### config.mk
export PLATFORM = sky130hd
export DESIGN_NAME = smh_top
export DESIGN_NICKNAME = d
export VERILOG_FILES = /design/src/logic/smh_pkg.sv /design/src/logic/smh_top.sv /design/src/logic/smh_sync.sv /design/src/logic/smh_tx.sv
export SDC_FILE = /design/constraint.sdc
export NUM_CORES = 1
export LEC_CHECK = 0
export BUFFER_PORTS_ARGS = -buffer_cell sky130_fd_sc_hd__buf_2
export CORE_UTILIZATION = 50
export CTS_CLUSTER_SIZE = 14
export DETAILED_ROUTE_END_ITERATION = 16
export PLACE_DENSITY = 0.68
export RECOVER_POWER = 100
export SLEW_MARGIN = 40
export SYNTH_ARGS = -nofsm -noshare
export SYNTH_HDL_FRONTEND = slang
export SYNTH_HIERARCHICAL = 1
export SYNTH_SLANG_ARGS = --single-unit
### constraint.sdc
create_clock -name MCLK -period 6 [get_ports MCLK]
set_input_delay 1.2 -clock MCLK [delete_from_list [all_inputs] [get_ports MCLK]]
set_output_delay 1.2 -clock MCLK [all_outputs]
set_load 0.01 [all_outputs]
### src/logic/smh_pkg.sv
package smh_pkg;
  // Synchroniser depth for pin inputs
  localparam int SYNC_STAGES = 3;
  // Board clock
  localparam int CLK_HZ = 40000000;
  // Baud range limits
  localparam int BAUD_MIN = 110;
  localparam int BAUD_MAX = 9600;
  localparam int BAUD_DEFAULT = 9600;
  // Bit period in clocks at a given baud, rounded down
  localparam int DIV_MAX = CLK_HZ / BAUD_MIN;
  localparam int DIV_W = $clog2(DIV_MAX + 1);
  localparam int DATA_W = 8;
  // Frame: start, data, stop
  localparam int FRAME_BITS = DATA_W + 2;
  localparam int BIT_W = $clog2(FRAME_BITS + 1);
  // Idle line level (mark)
  localparam logic LINE_IDLE = 1'b1;
  localparam logic START_LVL = 1'b0;
  typedef enum {SMH_IDLE, SMH_SHIFT} smh_tx_state_t;
endpackage

### src/logic/smh_top.sv
`timescale 1ns/10ps
`default_nettype none
// Summary of operation
// RULE_01 - Port 1 drives clear-to-send whenever terminal's data-terminal-ready is active.
// RULE_02 - Port 1 drives data-set-ready whenever terminal's data-terminal-ready is active.
// RULE_03 - Port 1 carrier-detect output is a plain copy of data-terminal-ready.
// RULE_04 - Port 1 ignores request-to-send and always accepts received data.
// RULE_05 - Terminal ready gates port 1 transmit; current character finishes first.
// RULE_06 - Port 2 asserts request-to-send from reset onward.
// RULE_07 - Port 2 transmits only while modem clear-to-send is active. Code checks it only between frames, so a started character finishes.
// RULE_08 - Port 2 ignores modem data-set-ready for transmit decisions.
// RULE_09 - Port 2 ignores modem carrier-detect entirely.
// RULE_10 - Port 2 drives data-terminal-ready from reset onward.
// RULE_11 - Each port's baud rate is selectable from 110 to 9600.
// RULE_12 - No bit clocks leave the block; asynchronous framing only.
// RULE_13 - Every incoming modem-control line is synchronised before use.
module smh_top #(
  parameter int P1_BAUD = smh_pkg::BAUD_DEFAULT,
  parameter int P2_BAUD = smh_pkg::BAUD_DEFAULT
) (
  // Clock and reset
  input wire logic MCLK,
  input wire logic RST_B,
  // Port 1 pins, toward the terminal (active high levels)
  input wire logic P1_DTR,
  input wire logic P1_RTS,
  input wire logic P1_RXD,
  output logic P1_TXD,
  output logic P1_CTS,
  output logic P1_DSR,
  output logic P1_DCD,
  // Port 2 pins, toward the modem (active high levels)
  input wire logic P2_CTS,
  input wire logic P2_DSR,
  input wire logic P2_DCD,
  input wire logic P2_RXD,
  output logic P2_TXD,
  output logic P2_RTS,
  output logic P2_DTR,
  // Port 1 transmit byte stream
  input wire logic [smh_pkg::DATA_W-1:0] P1_TX_DATA,
  input wire logic P1_TX_VALID,
  output logic P1_TX_READY,
  // Port 2 transmit byte stream
  input wire logic [smh_pkg::DATA_W-1:0] P2_TX_DATA,
  input wire logic P2_TX_VALID,
  output logic P2_TX_READY,
  // Received serial data, synchronised
  output logic P1_RX_LINE,
  output logic P2_RX_LINE
);
  import smh_pkg::*;

  ////////////////////////////////////////////////////////////////////////
  // Baud divisors

  localparam int P1_BAUD_OK = (P1_BAUD < BAUD_MIN) ? BAUD_MIN :
    (P1_BAUD > BAUD_MAX) ? BAUD_MAX : P1_BAUD;
  localparam int P2_BAUD_OK = (P2_BAUD < BAUD_MIN) ? BAUD_MIN :
    (P2_BAUD > BAUD_MAX) ? BAUD_MAX : P2_BAUD;
  // RULE_11 - baud range clamp
  localparam logic [DIV_W-1:0] P1_DIV = DIV_W'(CLK_HZ / P1_BAUD_OK);
  localparam logic [DIV_W-1:0] P2_DIV = DIV_W'(CLK_HZ / P2_BAUD_OK);

  ////////////////////////////////////////////////////////////////////////
  // Input synchronisers

  localparam int N_IN = 5;
  // Idle levels: controls low, data lines at mark
  localparam logic [N_IN-1:0] IDLE_LVL = 5'h0A;
  logic [N_IN-1:0] pins_raw;
  logic [N_IN-1:0] pins_sync;
  logic p1_dtr_s, p1_rxd_s, p2_cts_s, p2_rxd_s, p2_dsr_s;

  // RULE_09 - modem carrier input unused
  // Modem carrier ignored outright; never sampled
  assign pins_raw = {P2_DSR, P2_RXD, P2_CTS, P1_RXD, P1_DTR};
  assign {p2_dsr_s, p2_rxd_s, p2_cts_s, p1_rxd_s, p1_dtr_s} = pins_sync;

  // RULE_13 - synchronise control inputs
  genvar gi;
  generate
    for (gi = 0; gi < N_IN; gi++) begin : g_sync
      smh_sync #(
        .INIT(IDLE_LVL[gi])
      ) u_sync (
        .clk(MCLK),
        .rst_b(RST_B),
        .pin(pins_raw[gi]),
        .level(pins_sync[gi])
      );
    end
  endgenerate

  ////////////////////////////////////////////////////////////////////////
  // Port 1 handshake outputs

  logic next_p1_cts, next_p1_dsr, next_p1_dcd;

  // Derive port 1 controls from terminal ready
  always_comb begin
    // RULE_01 - clear-to-send follows DTR
    next_p1_cts = p1_dtr_s;
    // RULE_02 - data-set-ready follows DTR
    next_p1_dsr = p1_dtr_s;
    // RULE_03 - carrier copies DTR
    next_p1_dcd = p1_dtr_s;
    if (!RST_B) begin
      next_p1_cts = 1'b0;
      next_p1_dsr = 1'b0;
      next_p1_dcd = 1'b0;
    end
  end

  always_ff @(posedge MCLK) begin
    P1_CTS <= next_p1_cts;
    P1_DSR <= next_p1_dsr;
    P1_DCD <= next_p1_dcd;
  end

  ////////////////////////////////////////////////////////////////////////
  // Port 2 handshake outputs

  logic next_p2_rts, next_p2_dtr;
  logic p2_dsr_unused;

  // Modem ready is observed only to be discarded
  assign p2_dsr_unused = p2_dsr_s;

  // Drive port 2 controls active out of reset
  always_comb begin
    // RULE_06 - request-to-send on at power-up
    next_p2_rts = 1'b1;
    // RULE_10 - terminal ready on at power-up
    next_p2_dtr = 1'b1;
    if (!RST_B) begin
      next_p2_rts = 1'b0;
      next_p2_dtr = 1'b0;
    end
  end

  always_ff @(posedge MCLK) begin
    P2_RTS <= next_p2_rts;
    P2_DTR <= next_p2_dtr;
  end

  ////////////////////////////////////////////////////////////////////////
  // Transmitters

  logic p1_txd, p2_txd, p1_rdy, p2_rdy;
  logic p1_en, p2_en;

  // RULE_05 - DTR gates port 1 transmit
  assign p1_en = p1_dtr_s;
  // RULE_07 - clear-to-send gates port 2
  // RULE_08 - ready from modem not used
  assign p2_en = p2_cts_s & (p2_dsr_unused | 1'b1);

  // RULE_12 - serial data only, no bit clock
  smh_tx u_tx1 (
    .clk(MCLK),
    .rst_b(RST_B),
    .divisor(P1_DIV),
    .enable(p1_en),
    .data(P1_TX_DATA),
    .valid(P1_TX_VALID),
    .ready(p1_rdy),
    .txd(p1_txd)
  );

  smh_tx u_tx2 (
    .clk(MCLK),
    .rst_b(RST_B),
    .divisor(P2_DIV),
    .enable(p2_en),
    .data(P2_TX_DATA),
    .valid(P2_TX_VALID),
    .ready(p2_rdy),
    .txd(p2_txd)
  );

  assign P1_TXD = p1_txd;
  assign P2_TXD = p2_txd;
  assign P1_TX_READY = p1_rdy;
  assign P2_TX_READY = p2_rdy;

  ////////////////////////////////////////////////////////////////////////
  // Receive lines

  // RULE_04 - RTS ignored, receive always open
  assign P1_RX_LINE = p1_rxd_s;
  assign P2_RX_LINE = p2_rxd_s;
endmodule
`default_nettype wire

### src/logic/smh_sync.sv
`timescale 1ns/10ps
`default_nettype none
module smh_sync #(
  // Level held in reset, the pin's idle level
  parameter logic INIT = 1'b1
) (
  // Clock and reset
  input wire logic clk,
  input wire logic rst_b,
  // Pin level in, filtered level out
  input wire logic pin,
  output logic level
);
  import smh_pkg::*;

  logic [SYNC_STAGES-1:0] stage;
  logic [SYNC_STAGES-1:0] next_stage;
  logic next_level;

  // Shift pin in; update when last two agree
  always_comb begin
    next_stage = {stage[SYNC_STAGES-2:0], pin};
    next_level = level;
    if (stage[SYNC_STAGES-1] == stage[SYNC_STAGES-2]) begin
      next_level = stage[SYNC_STAGES-1];
    end
    // Reset to the idle level so no false edge follows release
    if (!rst_b) begin
      next_stage = {SYNC_STAGES{INIT}};
      next_level = INIT;
    end
  end

  always_ff @(posedge clk) begin
    stage <= next_stage;
    level <= next_level;
  end
endmodule
`default_nettype wire

### src/logic/smh_tx.sv
`timescale 1ns/10ps
`default_nettype none
module smh_tx (
  // Clock and reset
  input wire logic clk,
  input wire logic rst_b,
  // Bit period in clocks
  input wire logic [smh_pkg::DIV_W-1:0] divisor,
  // Transmit gate, high allows a new frame
  input wire logic enable,
  // Byte stream
  input wire logic [smh_pkg::DATA_W-1:0] data,
  input wire logic valid,
  output logic ready,
  // Serial line
  output logic txd
);
  import smh_pkg::*;

  smh_tx_state_t state, next_state;
  logic [FRAME_BITS-1:0] shreg, next_shreg;
  logic [BIT_W-1:0] bits, next_bits;
  logic [DIV_W-1:0] cnt, next_cnt;
  logic next_txd;
  logic next_ready;

  // Frame engine; gate checked only between frames
  always_comb begin
    next_state = state;
    next_shreg = shreg;
    next_bits = bits;
    next_cnt = cnt;
    next_txd = txd;
    next_ready = 1'b0;
    case (state)
      SMH_IDLE: begin
        next_txd = LINE_IDLE;
        next_ready = enable;
        if (ready && valid) begin
          next_shreg = {LINE_IDLE, data, START_LVL};
          next_bits = BIT_W'(FRAME_BITS);
          next_cnt = '0;
          next_state = SMH_SHIFT;
          next_ready = 1'b0;
        end
      end
      SMH_SHIFT: begin
        if (cnt == '0) begin
          if (bits == '0) begin
            next_state = SMH_IDLE;
            next_txd = LINE_IDLE;
          end else begin
            next_txd = shreg[0];
            next_shreg = {LINE_IDLE, shreg[FRAME_BITS-1:1]};
            next_bits = bits - BIT_W'(1);
            next_cnt = divisor - DIV_W'(1);
          end
        end else begin
          next_cnt = cnt - DIV_W'(1);
        end
      end
      default: next_state = SMH_IDLE;
    endcase
    if (!rst_b) begin
      next_state = SMH_IDLE;
      next_shreg = '1;
      next_bits = '0;
      next_cnt = '0;
      next_txd = LINE_IDLE;
      next_ready = 1'b0;
    end
  end

  always_ff @(posedge clk) begin
    state <= next_state;
    shreg <= next_shreg;
    bits <= next_bits;
    cnt <= next_cnt;
    txd <= next_txd;
    ready <= next_ready;
  end
endmodule
`default_nettype wire

=== Word level (Yosys, flattened, before mapping) ===
Cells that the tools add are included.

* Input port bits: 27
* Logic and storage cells: 104
* Register bits after elaboration: 152
* Output and inout port bits: 11

* Eq/ne operators: 16
* Reductions and logical operators: 20
* $add $sub $neg: 4
* Bitwise operators: 3
* Mux-type cells: 39

{| class="wikitable"
|+ Operators by type and width
! kind !! count
|-
| 32-bit 2-to-1 mux || 6
|-
| 32-bit one-hot mux with 2 select lines || 2
|-
| 19-bit 2-to-1 mux || 6
|-
| 19-bit one-hot mux with 2 select lines || 2
|-
| 32-bit by 1-bit equality test with 1-bit output, second input constant || 2
|-
| 32-bit logical NOT || 2
|-
| 10-bit 2-to-1 mux || 6
|-
| 10-bit one-hot mux with 2 select lines || 2
|-
| 19-bit logical NOT || 2
|-
| 19-bit by 1-bit subtractor with 19-bit output, second input constant || 2
|-
| 4-bit 2-to-1 mux || 6
|-
| 4-bit one-hot mux with 2 select lines || 2
|-
| 2-bit by 1-bit inequality test with 1-bit output, second input constant || 6
|-
| 3-bit AND reduction || 4
|-
| 4-bit logical NOT || 2
|-
| 4-bit AND reduction || 2
|-
| 4-bit by 1-bit subtractor with 4-bit output, second input constant || 2
|-
| 3-bit inequality test, second input constant || 2
|-
| 3-bit OR reduction || 2
|-
| 1-bit 2-to-1 mux || 5
|-
| 1-bit equality test || 4
|-
| 2-bit inequality test, second input constant || 2
|-
| 1-bit one-hot mux with 2 select lines || 2
|-
| 2-bit AND reduction || 2
|-
| other kinds (3) || 7
|}

=== Depth between registers and ports, before layout ===
Gate-level depths: netlist of run 1.

* Word-level depth: 4
* Mapped depth: 14
* Depth with buffers taken out: 11

=== By module ===
Netlist of run 1, hierarchy kept.

{| class="wikitable"
|+ Modules (own cells, without submodules)
! module !! cells an instance !! seq. area each (um^2) !! instances !! area each (um^2)
|-
| smh_tx || 309 || 700.7 || 2 || 2333.5
|-
| smh_sync (g_sync[0].u_sync ...) || 10 || 80.1 || 2 || 116.4
|-
| smh_sync (g_sync[1].u_sync ...) || 10 || 80.1 || 2 || 112.6
|-
| smh_top || 8 || 40.0 || 1 || 76.3
|}

=== Least setup slack after synthesis of run 1 ===
OpenSTA, ideal clock, no wires.

* Kind: reg-to-reg
* From: register u_tx1.cnt[13]
* To: register u_tx1.cnt[14]
* Arrival: 3.184 ns
* Path buffers: 3
* Setup time: 0.073 ns
* Clock period less this slack: 3.257 ns
* Path slack: 2.743 ns
* Stages on the path, launching flop included: 15
* Required time: 5.927 ns
* Cells stage by stage: dfxtp_1 or4_1 clkbuf_1 or3_1 clkbuf_1 nor2_2 buf_2 a21oi_1 ha_1 nand2b_1 nor4_1 nand2_1 a211o_1 mux2_4 o211ai_2

* Longest elaborated chain between the ends: 3
* Elaborated cells on any way between the ends: 6
* Those cells by class: add/sub: 1; eq/ne: 1; mux: 2; reduce/logical: 2

{| class="wikitable"
|+ RTL lines
! item !! line !! text
|-
| start, declared || smh_tx.sv:23 || <nowiki>logic [DIV_W-1:0] cnt, next_cnt;</nowiki>
|-
| start signal, assigned || smh_tx.sv:78 || <nowiki>cnt <= next_cnt;</nowiki>
|-
| 19-bit by 1-bit subtractor with 19-bit output / 19-bit logical NOT (equally long branches) || smh_tx.sv:59, smh_tx.sv:48 ||
|-
| 19-bit 2-to-1 mux / 3-bit inequality test (equally long branches) || -- ||
|-
| 19-bit one-hot mux with 2 select lines / 3-bit AND reduction (equally long branches) || -- ||
|}

Several ways; a longest one is shown, not always the timed one.
A chain may end at the register's enable or synchronous reset.

==> results of run 1 <==
[placed cells by master (no fill, tap or decap), types with 4 or more instances in the layout]
cell type	n
o21ai_2	4
nor2_1	50
o2bb2ai_1	4
o311ai_0	4
nor3b_1	8
nor4_1	20
o22ai_1	8
and3_1	6
or4_1	18
xor2_1	4
clkbuf_8	9
a31oi_1	12
clkbuf_1	13
o31a_1	4
a21oi_1	36
ha_1	6
mux2i_1	18
or3_1	14
or4_4	4
o21ai_0	35
a21boi_0	10
a32oi_1	8
o2111ai_1	4
buf_4	6
nand3b_1	8
a211oi_1	4
o211ai_1	20
and2_0	4
a211o_1	4
inv_1	20
nand2_1	64
conb_1	182
dfxtp_1	86
nand4_1	8
nand2b_1	8
nor3_1	36
o31ai_1	12
nand3_1	30
buf_2	22
[metrics by stage]
| stage | util [%] | cells |
|---|---|---|
| 3_3_place_gp | 61.7 | 985 |
| 2_1_floorplan | - | 846 |
| 6_report | 63.7 | 1001 |
| 4_1_cts | 63.9 | 1001 |
| 3_5_place_dp | 61.9 | 985 |
| 5_1_grt | 63.7 | 1001 |
[state kept, by name, summed over array words and instances (netlist names)]
register             flops
u_tx1/cnt               19
u_tx2/cnt               19
g_sync.u_sync/stage     12
u_tx1/shreg              9
u_tx2/shreg              9
g_sync.u_sync/level      4
u_tx1/bits               4
u_tx2/bits               4
P1_DCD                   1
P2_DTR                   1
u_tx1/ready              1
u_tx1/state              1
u_tx1/txd                1
u_tx2/ready              1
u_tx2/state              1
u_tx2/txd                1
[where the power goes]
| part | leakage (nW) | switching [mW] | internal (mW) |
|---|---|---|---|
| clock network | 0.0942 | 0.245 | 0.163 |
| registers | 0.713 | 0.00672 | 0.590 |
| logic | 1.90 | 0.139 | 0.0753 |
| total | 2.71 | 0.390 | 0.828 |
[cell families after synthesis]
group | share of synthesized area [%]
other | 0.144
buffers and inverters | 4.43
and+or+nand+nor | 29.5
adders and majority gates | 1.44
DFF | 33.9
AOI/OAI and AO/OA | 25.5
xor gates and xnor gates | 1.01
muxes | 4.04
[layer usage]
metal  global-route usage [%]  part of all wire (%)
met5                        0                     0
met2                     44.1                    48
met3                     4.51                   5.2
met4                     11.3                   2.0
met1                     31.3                    45
[worst min path at each step]
stage                                               from                                   end  slack, ns  cells past startpoint
floorplan           g_sync[1].u_sync/stage[0]$_SDFF_PN1_  g_sync[1].u_sync/stage[1]$_SDFF_PN1_       0.39                      1
global route        g_sync[1].u_sync/stage[0]$_SDFF_PN1_  g_sync[1].u_sync/stage[1]$_SDFF_PN1_       0.44                      1
detailed placement  g_sync[3].u_sync/stage[0]$_SDFF_PN1_  g_sync[3].u_sync/stage[1]$_SDFF_PN1_       0.39                      1
CTS                 g_sync[3].u_sync/stage[0]$_SDFF_PN1_  g_sync[3].u_sync/stage[1]$_SDFF_PN1_       0.42                      1
finish              g_sync[3].u_sync/stage[0]$_SDFF_PN1_  g_sync[3].u_sync/stage[1]$_SDFF_PN1_       0.42                      1
global placement    g_sync[1].u_sync/stage[0]$_SDFF_PN1_  g_sync[1].u_sync/stage[1]$_SDFF_PN1_       0.39                      1
[layout make-up]
class	instances	area, sq um	area share [%]
clock buffers	9	124	1.96
multi-input cells	703	3900	61.8
repair buffers	41	204	3.23
flip-flops and latches	88	1760	28.0
inverters	20	75.1	1.19
clock inverters	7	73.8	1.17
well taps	133	166	2.64
==> flow_metrics.py, run 1 <==
metrics = {
    "synthesis": {
        "synthCells": 666,
        "synth_area_leaders": "dfxtp_1 (34%), nand2_1 (4.6%), a21oi_1 (3.7%), nor2_1 (3.6%), mux2i_1 (3.5%)",
        "ys_types": 60,
        "synth_warnings": 6,
        "synth_area_sq_um": 5200,
        "ys_seq_area_share_pct": 33.9,
        "synth_top_area_share_pct": 33.9,
        "synthArstFlopShare_pct": 0,
        "ys_seq_elements": 88,
        "synth_largest_area_cell": "dfxtp_1",
        "synthTopCellsByCount": "dfxtp_1 (88), nand2_1 (64), nor2_1 (50), a21oi_1 (38), nor3_1 (36)",
        "synth_area_per_cell_sq_um": 7.81,
        "ys.flop_type": "dfxtp_1",
        "synth_edf_count": 0,
        "synth.most_common_cell": "dfxtp_1",
    },
    "timing": {
        "slew_violations": 36,
        "worst_pin_slew_ns": 1.52,
        "fin_ws_ns": 1.70,
        "finalHoldViolCount": 0,
        "fmax_mhz": 233,
        "finalSetupTns_ns": 0,
        "rsz0062_at_grt": "no",
        "hold-worst-slack_ns": 0.418,
        "fin_skew_ns": 0.0118,
        "fin_crit_sh_pct": 71.6,
        "setup-violations-final": 0,
        "timing.final.crit_period_ns": 4.30,
        "max_slew_margin_pct": -1.06,
    },
    "route": {
        "dr.first_iter.drc_count": 314,
        "dr.pass1.iters": 5,
        "drc": 0,
        "vias": 5438,
        "postRouteAntennaNets": 0,
        "routed_via_density": 5.43,
        "wl_per_cell_um": 13.6,
        "detail_route.wirelength_mm": 13.6,
    },
    "worst_hold_path": {
        "holdCritPathClass": "reg -> reg",
    },
    "cts": {
        "cts_tree": "done",
        "cts_buffers": 9,
        "clock_path_buffers": 2,
        "h-tree-depth": 3,
        "cts_setup_buffers": 0,
        "post_cts_resized": 0,
        "cts.sinks": 88,
        "cts.clk_slew.worst_paths_ns": 0.10,
        "clock_latency_ns": 0.36,
        "cts_root_buf": "clkbuf_8",
        "cts_hold_buffers": 0,
    },
    "layout": {
        "antenna_cells": 0,
        "final_layout_size_suffix_gt1_share_pct": 7.83,
        "finalInstanceArea_sq_um": 6310,
        "nets": 896,
        "area_growth_syn_to_layout_pct": 21.3,
        "fill_cells": 941,
    },
    "floorplan": {
        "rows": 36,
        "die_x_um": 104,
        "ios": 38,
        "initial_utilization_pct": 52.5,
        "dieArea_sq_um": 10800,
        "die-height_um": 104,
        "coreArea_sq_um": 9910,
    },
    "critical_path": {
        "crit_top_cell": "clkbuf_1",
        "worst_path_max_delay_cell": "clkbuf_1",
        "crit_path_max_incr_delay_ns": 1.17,
        "cp.depth": 7,
        "crit_end": "u_tx2/cnt[12]$_SDFFE_PN0P_",
        "cp_data_arrival_time_ns": 4.60,
        "crit_chain": "clkbuf_1 -> clkbuf_1 -> inv_1 -> nor2_1 -> a31o_1 -> o21bai_1 -> o2bb2ai_1",
        "critPathKind": "in -> reg",
        "critPathRequiredTime_ns": 6.30,
        "r2r-start": "u_tx1/cnt[13]$_SDFFE_PN0P_",
        "r2r_cells": 6,
        "worstSetupStartpoint": "RST_B",
        "end_kind": "flip-flop",
        "crit_buf_inv": 3,
        "path_delay_family": "buffers and inverters",
        "reg2reg_to": "u_tx1/shreg[0]$_SDFFE_PN1P_",
        "reg2reg_slack_ns": 2.45,
        "worstPathMaxFanout": 35,
        "start_kind": "input port",
    },
    "grt": {
        "grt_pass1_vias": 5060,
        "grt_remaining_overflow": 0,
        "grt_antenna_before_repair": 0,
        "grt_start_max_net_pins": 36,
        "grt_pass1_wl_mm": 23.0,
        "grtUsageTotal_pct": 25.7,
    },
    "placed_design": {
        "place_hpwl_mm": 9.54,
        "io_buffers": 34,
        "gp_congestion": 0.851,
        "place_area_sq_um": 6140,
        "post-place-ws_ns": 2.59,
    },
    "pwr": {
        "ir_drop_v": 0.000139,
        "leakagePower_nw": 2.71,
        "finalPower_mw": 1.22,
        "power.density_nw_per_um2": 193,
    },
    "job": {
        "max_cap_viol_count": 1,
    },
    "status": {
        "violations": "capacitance limit, slew limit",
        "status": "finished, violations left",
    },
}
(Power assumes the default switching activity.)
==> run 2, diff against run 1 <==
--- a/config.mk
+++ b/config.mk
@@ -5,6 +5,7 @@
 export SDC_FILE = /design/constraint.sdc
 export NUM_CORES = 1
 export LEC_CHECK = 0
+export ABC_AREA = 1
 export BUFFER_PORTS_ARGS = -buffer_cell sky130_fd_sc_hd__buf_2
 export CORE_UTILIZATION = 50
 export CTS_CLUSTER_SIZE = 14
==> constraint.sdc (replaced) <==
create_clock -name MCLK -period 4.49 [get_ports MCLK]
set_input_delay 0.898 -clock MCLK [delete_from_list [all_inputs] [get_ports MCLK]]
set_output_delay 0.898 -clock MCLK [all_outputs]
set_load 0.01 [all_outputs]
==> run 2 against run 1 <==
- the run now ends clean
- clock skew increased by 0.0062 ns
- sequential power increased by 32%
- power increased by 24%
- combinational power decreased by 41%
- synthesized area increased by 1.3%
- global-route usage decreased by 3.4 points
- critical path depth increased by 5
- largest cell class unchanged
==> flow_metrics.py, run 2 <==
metrics = {
    "route": {
        "dr.first_iter.drc_count": 187,
        "vias": 5014,
        "detail_route.wirelength_mm": 11.5,
        "wl_per_cell_um": 11.3,
        "routed_via_density": 4.95,
        "dr.pass1.iters": 5,
        "postRouteAntennaNets": 0,
        "drc": 0,
    },
    "cts": {
        "clock_path_buffers": 2,
        "h-tree-depth": 3,
        "clock_latency_ns": 0.36,
        "cts_setup_buffers": 0,
        "cts.sinks": 88,
        "cts.clk_slew.worst_paths_ns": 0.10,
        "post_cts_resized": 0,
        "cts_hold_buffers": 0,
        "cts_tree": "done",
        "cts_root_buf": "clkbuf_8",
        "cts_buffers": 9,
    },
    "critical_path": {
        "critPathRequiredTime_ns": 4.76,
        "end_kind": "flip-flop",
        "crit_top_cell": "nand2_1",
        "start_kind": "flip-flop",
        "critPathKind": "reg -> reg",
        "path_delay_family": "simple AND/OR/NAND/NOR gates",
        "worstPathMaxFanout": 26,
        "crit_chain": "nor2_1 -> nand2_1 -> nor2_4 -> nand3_1 -> nand2_1 -> nand2_1 -> inv_2 -> nor2_2 -> inv_1 -> a21oi_1 -> o21ai_0 -> a21oi_1",
        "crit_buf_inv": 2,
        "crit_path_max_incr_delay_ns": 0.87,
        "worst_path_max_delay_cell": "nand3_1",
        "cp_data_arrival_time_ns": 3.61,
    },
    "placed_design": {
        "io_buffers": 34,
        "gp_congestion": 0.887,
        "place_hpwl_mm": 8.03,
    },
    "layout": {
        "fin_util_pct": 56.0,
        "final_layout_size_suffix_gt1_share_pct": 11.9,
        "area_growth_syn_to_layout_pct": 9.16,
        "multi_input_area_sq_um": 3010,
        "fill_cells": 1054,
        "mostFrequentLayoutCells": "nand2_1 (204), nor2_1 (119), inv_1 (101)",
        "reg.largest.list": "u_tx1/cnt (19), u_tx2/cnt (19), g_sync.u_sync/stage (12)",
        "nets": 904,
        "antenna_cells": 0,
        "layout_commonest_cell": "nand2_1",
        "ff_latch_area_sq_um": 1760,
    },
    "pwr": {
        "power.density_nw_per_um2": 262,
        "ir_drop_v": 0.000181,
        "pwr-share-seq_pct": 52.2,
        "swShare_pct": 26.9,
        "pwr-share-clk_pct": 39.4,
        "p_switching_mw": 0.405,
        "p_int_mw": 1.10,
        "leakagePower_nw": 2.52,
        "power_frac_comb_pct": 8.3,
    },
    "synthesis": {
        "synth.most_common_cell": "nand2_1",
        "synth_warnings": 6,
        "ys_types": 33,
        "ys_seq_area_share_pct": 33.4,
        "ys_seq_elements": 88,
        "synth_area_leaders": "dfxtp_1 (33%), nand2_1 (14%), nor2_1 (8.4%), inv_1 (7.1%), nand3_1 (5.1%)",
        "synthTopCellsByCount": "nand2_1 (201), nor2_1 (118), inv_1 (99), dfxtp_1 (88), nand3_1 (54)",
        "synth_top_area_share_pct": 33.4,
        "synth_largest_area_cell": "dfxtp_1",
        "synthArstFlopShare_pct": 0,
        "synth_edf_count": 0,
        "synth_area_sq_um": 5270,
        "synthCells": 813,
        "synth_area_per_cell_sq_um": 6.48,
        "ys.flop_type": "dfxtp_1",
    },
    "grt": {
        "grt_remaining_overflow": 0,
        "grt_antenna_before_repair": 0,
        "grt_pass1_vias": 4842,
        "grt_pass1_wl_mm": 20.6,
        "grt_start_max_net_pins": 45,
        "grtUsageTotal_pct": 22.3,
    },
    "timing": {
        "fin_crit_sh_pct": 74.3,
        "fin_skew_ns": 0.0180,
        "timing.final.crit_period_ns": 3.34,
        "setup-violations-final": 0,
        "slew_violations": 0,
        "finalHoldViolCount": 0,
        "fmax_mhz": 300,
        "max_slew_margin_pct": 21.8,
        "worst_pin_slew_ns": 1.17,
        "rsz0062_at_grt": "no",
        "finalSetupTns_ns": 0,
    },
    "floorplan": {
        "die_x_um": 105,
        "ios": 38,
        "coreArea_sq_um": 10300,
        "rows": 37,
        "initial_utilization_pct": 51.3,
        "die-height_um": 105,
        "dieArea_sq_um": 11000,
    },
    "worst_hold_path": {
        "holdCritPathClass": "reg -> reg",
    },
    "status": {
        "status": "finished, final reports clean",
    },
    "job": {
        "max_cap_viol_count": 0,
    },
}
[run 2: worst register-to-register path, cell delays in order, from the launching register on]
cell     delay [ns]
dfxtp_1        0.39
nor2_1         0.07
nand2_1        0.11
nor2_4         0.09
nand3_1        0.87
nand2_1        0.20
nand2_1        0.16
inv_2          0.18
nor2_2         0.61
inv_1          0.19
a21oi_1        0.15
o21ai_0        0.10
a21oi_1        0.14
[run 2: cells by family (layout without fill, tap and decap cells)]
logic type	Yosys count	in the layout	synth area share, %
AND/OR/NAND/NOR	459	459	39.8
XOR/XNOR	4	4	0.665
AO/OA/AOI/OAI	110	110	12.8
flip-flops	88	88	33.4
buffers and inverters	144	165	11.7
other	2	44	0.143
adder cells (fa/ha/maj)	6	6	1.42
[run 2: per-layer routing]
| metal | vias up | global-route usage [%] | share of wire, % |
|---|---|---|---|
| li1 | 2669 | - | - |
| met1 | 2263 | 26.6 | 47 |
| met2 | 74 | 40.5 | 49 |
| met3 | 8 | 4.30 | 3.2 |
| met4 | 0 | 6.24 | 0.97 |
| met5 | - | 0 | 0 |
[run 2: worst paths after layout]
| check | startpoint | end | slack (ns) | depth (start not counted) |
|---|---|---|---|---|
| setup reg to reg | u_tx1/cnt[12]$_SDFFE_PN0P_ | u_tx1/cnt[3]$_SDFFE_PN0P_ | 1.15 | 12 |
| hold reg to reg | g_sync[3].u_sync/stage[0]$_SDFF_PN1_ | g_sync[3].u_sync/stage[1]$_SDFF_PN1_ | 0.41 | 2 |
| setup / recovery | u_tx1/cnt[12]$_SDFFE_PN0P_ | u_tx1/cnt[3]$_SDFFE_PN0P_ | 1.15 | 12 |
| hold / removal | g_sync[3].u_sync/stage[0]$_SDFF_PN1_ | g_sync[3].u_sync/stage[1]$_SDFF_PN1_ | 0.41 | 2 |
[run 2: cell type report]
type / count / area share [%]
Multi-Input combinational cell: 623 / 52.4
Sequential cell: 88 / 30.6
Inverter: 115 / 7.50
Tap cell: 136 / 2.96
Timing Repair Buffer: 34 / 2.72
Clock buffer: 9 / 2.15
Clock inverter: 7 / 1.65
[run 2: power by group through the flow]
stage          sequential [mW]  combinational (mW)  clock (mW)
6_report                 0.788               0.126       0.595
5_1_grt                  0.789               0.146       0.648
4_1_cts                  0.788               0.125       0.622
3_5_place_dp             0.806               0.124           0
3_3_place_gp             0.806               0.122           0
2_1_floorplan            0.806              0.0957           0
[run 2: stage by stage]
| step | cells | power (mW) | setup slack (ns) | hold WS (ns) | cell area, sq um |
|---|---|---|---|---|---|
| finish | 1012 | 1.51 | 1.15 | 0.411 | 5750 |
| detailed placement | 996 | 0.930 | 1.69 | 0.390 | 5580 |
| CTS | 1012 | 1.53 | 1.81 | 0.413 | 5800 |
| floorplan | 855 | 0.902 | 2.53 | 0.380 | 5430 |
| global route | 1012 | 1.58 | 0.770 | 0.431 | 5750 |
| global placement | 996 | 0.928 | 1.69 | 0.382 | 5580 |
==> run 3, diff against run 2 <==
==> constraint.sdc (replaced) <==
create_clock -name MCLK -period 3.1 [get_ports MCLK]
set_input_delay 0.62 -clock MCLK [delete_from_list [all_inputs] [get_ports MCLK]]
set_output_delay 0.62 -clock MCLK [all_outputs]
set_load 0.01 [all_outputs]
==> run 3 against run 2 <==
- the run now ends with capacitance limit, slew limit left
- setup slack lost 0.56 ns
- global-route usage grew 0.076 points
- via count is essentially flat
- combinational power grew 44%
- register-to-register slack lost 0.56 ns
- final area is essentially flat
- hold slack lost 0.0052 ns
- routed wire length shrank 1.2%
- clock power grew 18%
- non-clock buffer count grew 8
- power grew 34%
- critical path depth is the same
- critical endpoint is now u_tx1/cnt[18]$_SDFFE_PN0P_
==> flow_metrics.py, run 3 (synthesized netlist as in run 2, its figures left out) <==
metrics = {
    "floorplan": {
        "die-height_um": 105,
        "initial_utilization_pct": 51.3,
        "dieArea_sq_um": 11000,
        "coreArea_sq_um": 10300,
        "ios": 38,
        "die_x_um": 105,
        "rows": 37,
    },
    "placed_design": {
        "io_buffers": 34,
        "gp_congestion": 0.861,
        "place_hpwl_mm": 8.15,
    },
    "layout": {
        "fin_util_pct": 56.0,
        "final_layout_size_suffix_gt1_share_pct": 11.8,
        "antenna_cells": 0,
        "layout_commonest_cell": "nand2_1",
        "nets": 912,
        "fill_cells": 1075,
        "mostFrequentLayoutCells": "nand2_1 (205), nor2_1 (120), inv_1 (103)",
        "reg.largest.list": "u_tx1/cnt (19), u_tx2/cnt (19), g_sync.u_sync/stage (12)",
        "area_growth_syn_to_layout_pct": 9.21,
    },
    "pwr": {
        "power.density_nw_per_um2": 352,
        "ir_drop_v": 0.000208,
        "leakagePower_nw": 2.53,
    },
    "route": {
        "drc": 0,
        "dr.pass1.iters": 5,
        "vias": 5017,
        "dr.first_iter.drc_count": 201,
        "detail_route.wirelength_mm": 11.3,
        "routed_via_density": 4.92,
        "wl_per_cell_um": 11.1,
        "postRouteAntennaNets": 0,
    },
    "timing": {
        "slew_violations": 42,
        "max_slew_margin_pct": -8.73,
        "rsz0062_at_grt": "no",
        "hold-worst-slack_ns": 0.406,
        "fin_skew_ns": 0.00799,
        "setup-violations-final": 0,
        "finalSetupTns_ns": 0,
        "worst_pin_slew_ns": 1.63,
        "finalHoldViolCount": 0,
        "fmax_mhz": 399,
        "fin_crit_sh_pct": 80.9,
        "timing.final.crit_period_ns": 2.51,
    },
    "grt": {
        "grt_remaining_overflow": 0,
        "grt_pass1_vias": 4855,
        "grtUsageTotal_pct": 22.4,
        "grt_start_max_net_pins": 42,
        "grt_pass1_wl_mm": 20.4,
        "grt_antenna_before_repair": 0,
    },
    "cts": {
        "cts_tree": "done",
        "clock_latency_ns": 0.37,
        "h-tree-depth": 3,
        "cts.clk_slew.worst_paths_ns": 0.09,
        "clock_path_buffers": 2,
        "cts_setup_buffers": 0,
        "cts_root_buf": "clkbuf_8",
        "cts_hold_buffers": 0,
        "post_cts_resized": 0,
        "cts_buffers": 9,
        "cts.sinks": 88,
    },
    "critical_path": {
        "worstPathMaxFanout": 26,
        "cp_data_arrival_time_ns": 2.73,
        "reg2reg_slack_ns": 0.59,
        "critPathKind": "reg -> reg",
        "critPathRequiredTime_ns": 3.32,
        "end_kind": "flip-flop",
        "start_kind": "flip-flop",
    },
    "worst_hold_path": {
        "holdCritPathClass": "reg -> reg",
    },
    "job": {
        "max_cap_viol_count": 1,
    },
    "status": {
        "violations": "capacitance limit, slew limit",
        "status": "finished, violations left",
    },
}
run 3: cell types whose count changed in the layout (fill, tap and decap cells not counted), moves of 2 or more:
cell / before / now
inv_2: 13 / 11
buf_4: 0 / 6
clkinv_2: 0 / 2
nand3_1: 56 / 54
inv_1: 101 / 103
nand3_4: 0 / 2
clkinvlp_4: 0 / 2
inv_8: 2 / 0
clkbuf_1: 11 / 15
run 3: path summary, 6_finish.rpt:
check,from,end,cells after the start
max reg2reg,u_tx1/cnt[12]$_SDFFE_PN0P_,u_tx1/cnt[18]$_SDFFE_PN0P_,12
max,u_tx1/cnt[12]$_SDFFE_PN0P_,u_tx1/cnt[18]$_SDFFE_PN0P_,12
min reg2reg,g_sync[1].u_sync/stage[0]$_SDFF_PN1_,g_sync[1].u_sync/stage[1]$_SDFF_PN1_,2
min,g_sync[1].u_sync/stage[0]$_SDFF_PN1_,g_sync[1].u_sync/stage[1]$_SDFF_PN1_,2
run 3: cell type report:
| class | count | area (sq um) | share of cell area [%] |
|---|---|---|---|
| multi-input combinational | 623 | 3020 | 52.5 |
| sequential | 88 | 1760 | 30.6 |
| inverter | 115 | 432 | 7.50 |
| timing repair buffer | 42 | 208 | 3.61 |
| tap | 136 | 170 | 2.96 |
| clock buffer | 10 | 128 | 2.22 |
| clock inverter | 5 | 33.8 | 0.587 |
run 3: metal layers:
layer	wire length, um	track usage [%]	share of wire (%)	vias to the layer above
met5	0	0	0	-
met1	5390	27.3	48	2246
met4	179	8.85	1.6	0
met3	303	2.87	2.7	17
met2	5460	39.8	48	67
li1	-	-	-	2687
run 3: report_power, final:
part / internal, mW / total, mW / switching, mW
sequential: 1.14 / 1.14 / 0.00335
clock: 0.287 / 0.704 / 0.417
combinational: 0.0624 / 0.182 / 0.119
run 3: critical path, cell delays in order, from the launching register on:
cell     delay (ns)
dfxtp_1        0.34
nor2_1         0.13
nand2_1        0.10
nor2_4         0.28
nand3_4        0.32
o21ai_0        0.45
nand2_1        0.11
nor2_1         0.19
nand2_1        0.10
nor2_1         0.13
nand2_1        0.07
nand3_1        0.07
a21oi_1        0.06
run 3: stage by stage:
step | power (mW) | area (sq um) | setup slack (ns) | std cells
finish | 2.03 | 5760 | 0.593 | 1019
global route | 2.12 | 5760 | 0.259 | 1019
CTS | 2.06 | 5800 | 0.688 | 1019
detailed placement | 1.35 | 5640 | 0.705 | 1004
global placement | 1.35 | 5640 | 0.738 | 1004
floorplan | 1.31 | 5430 | 1.23 | 855
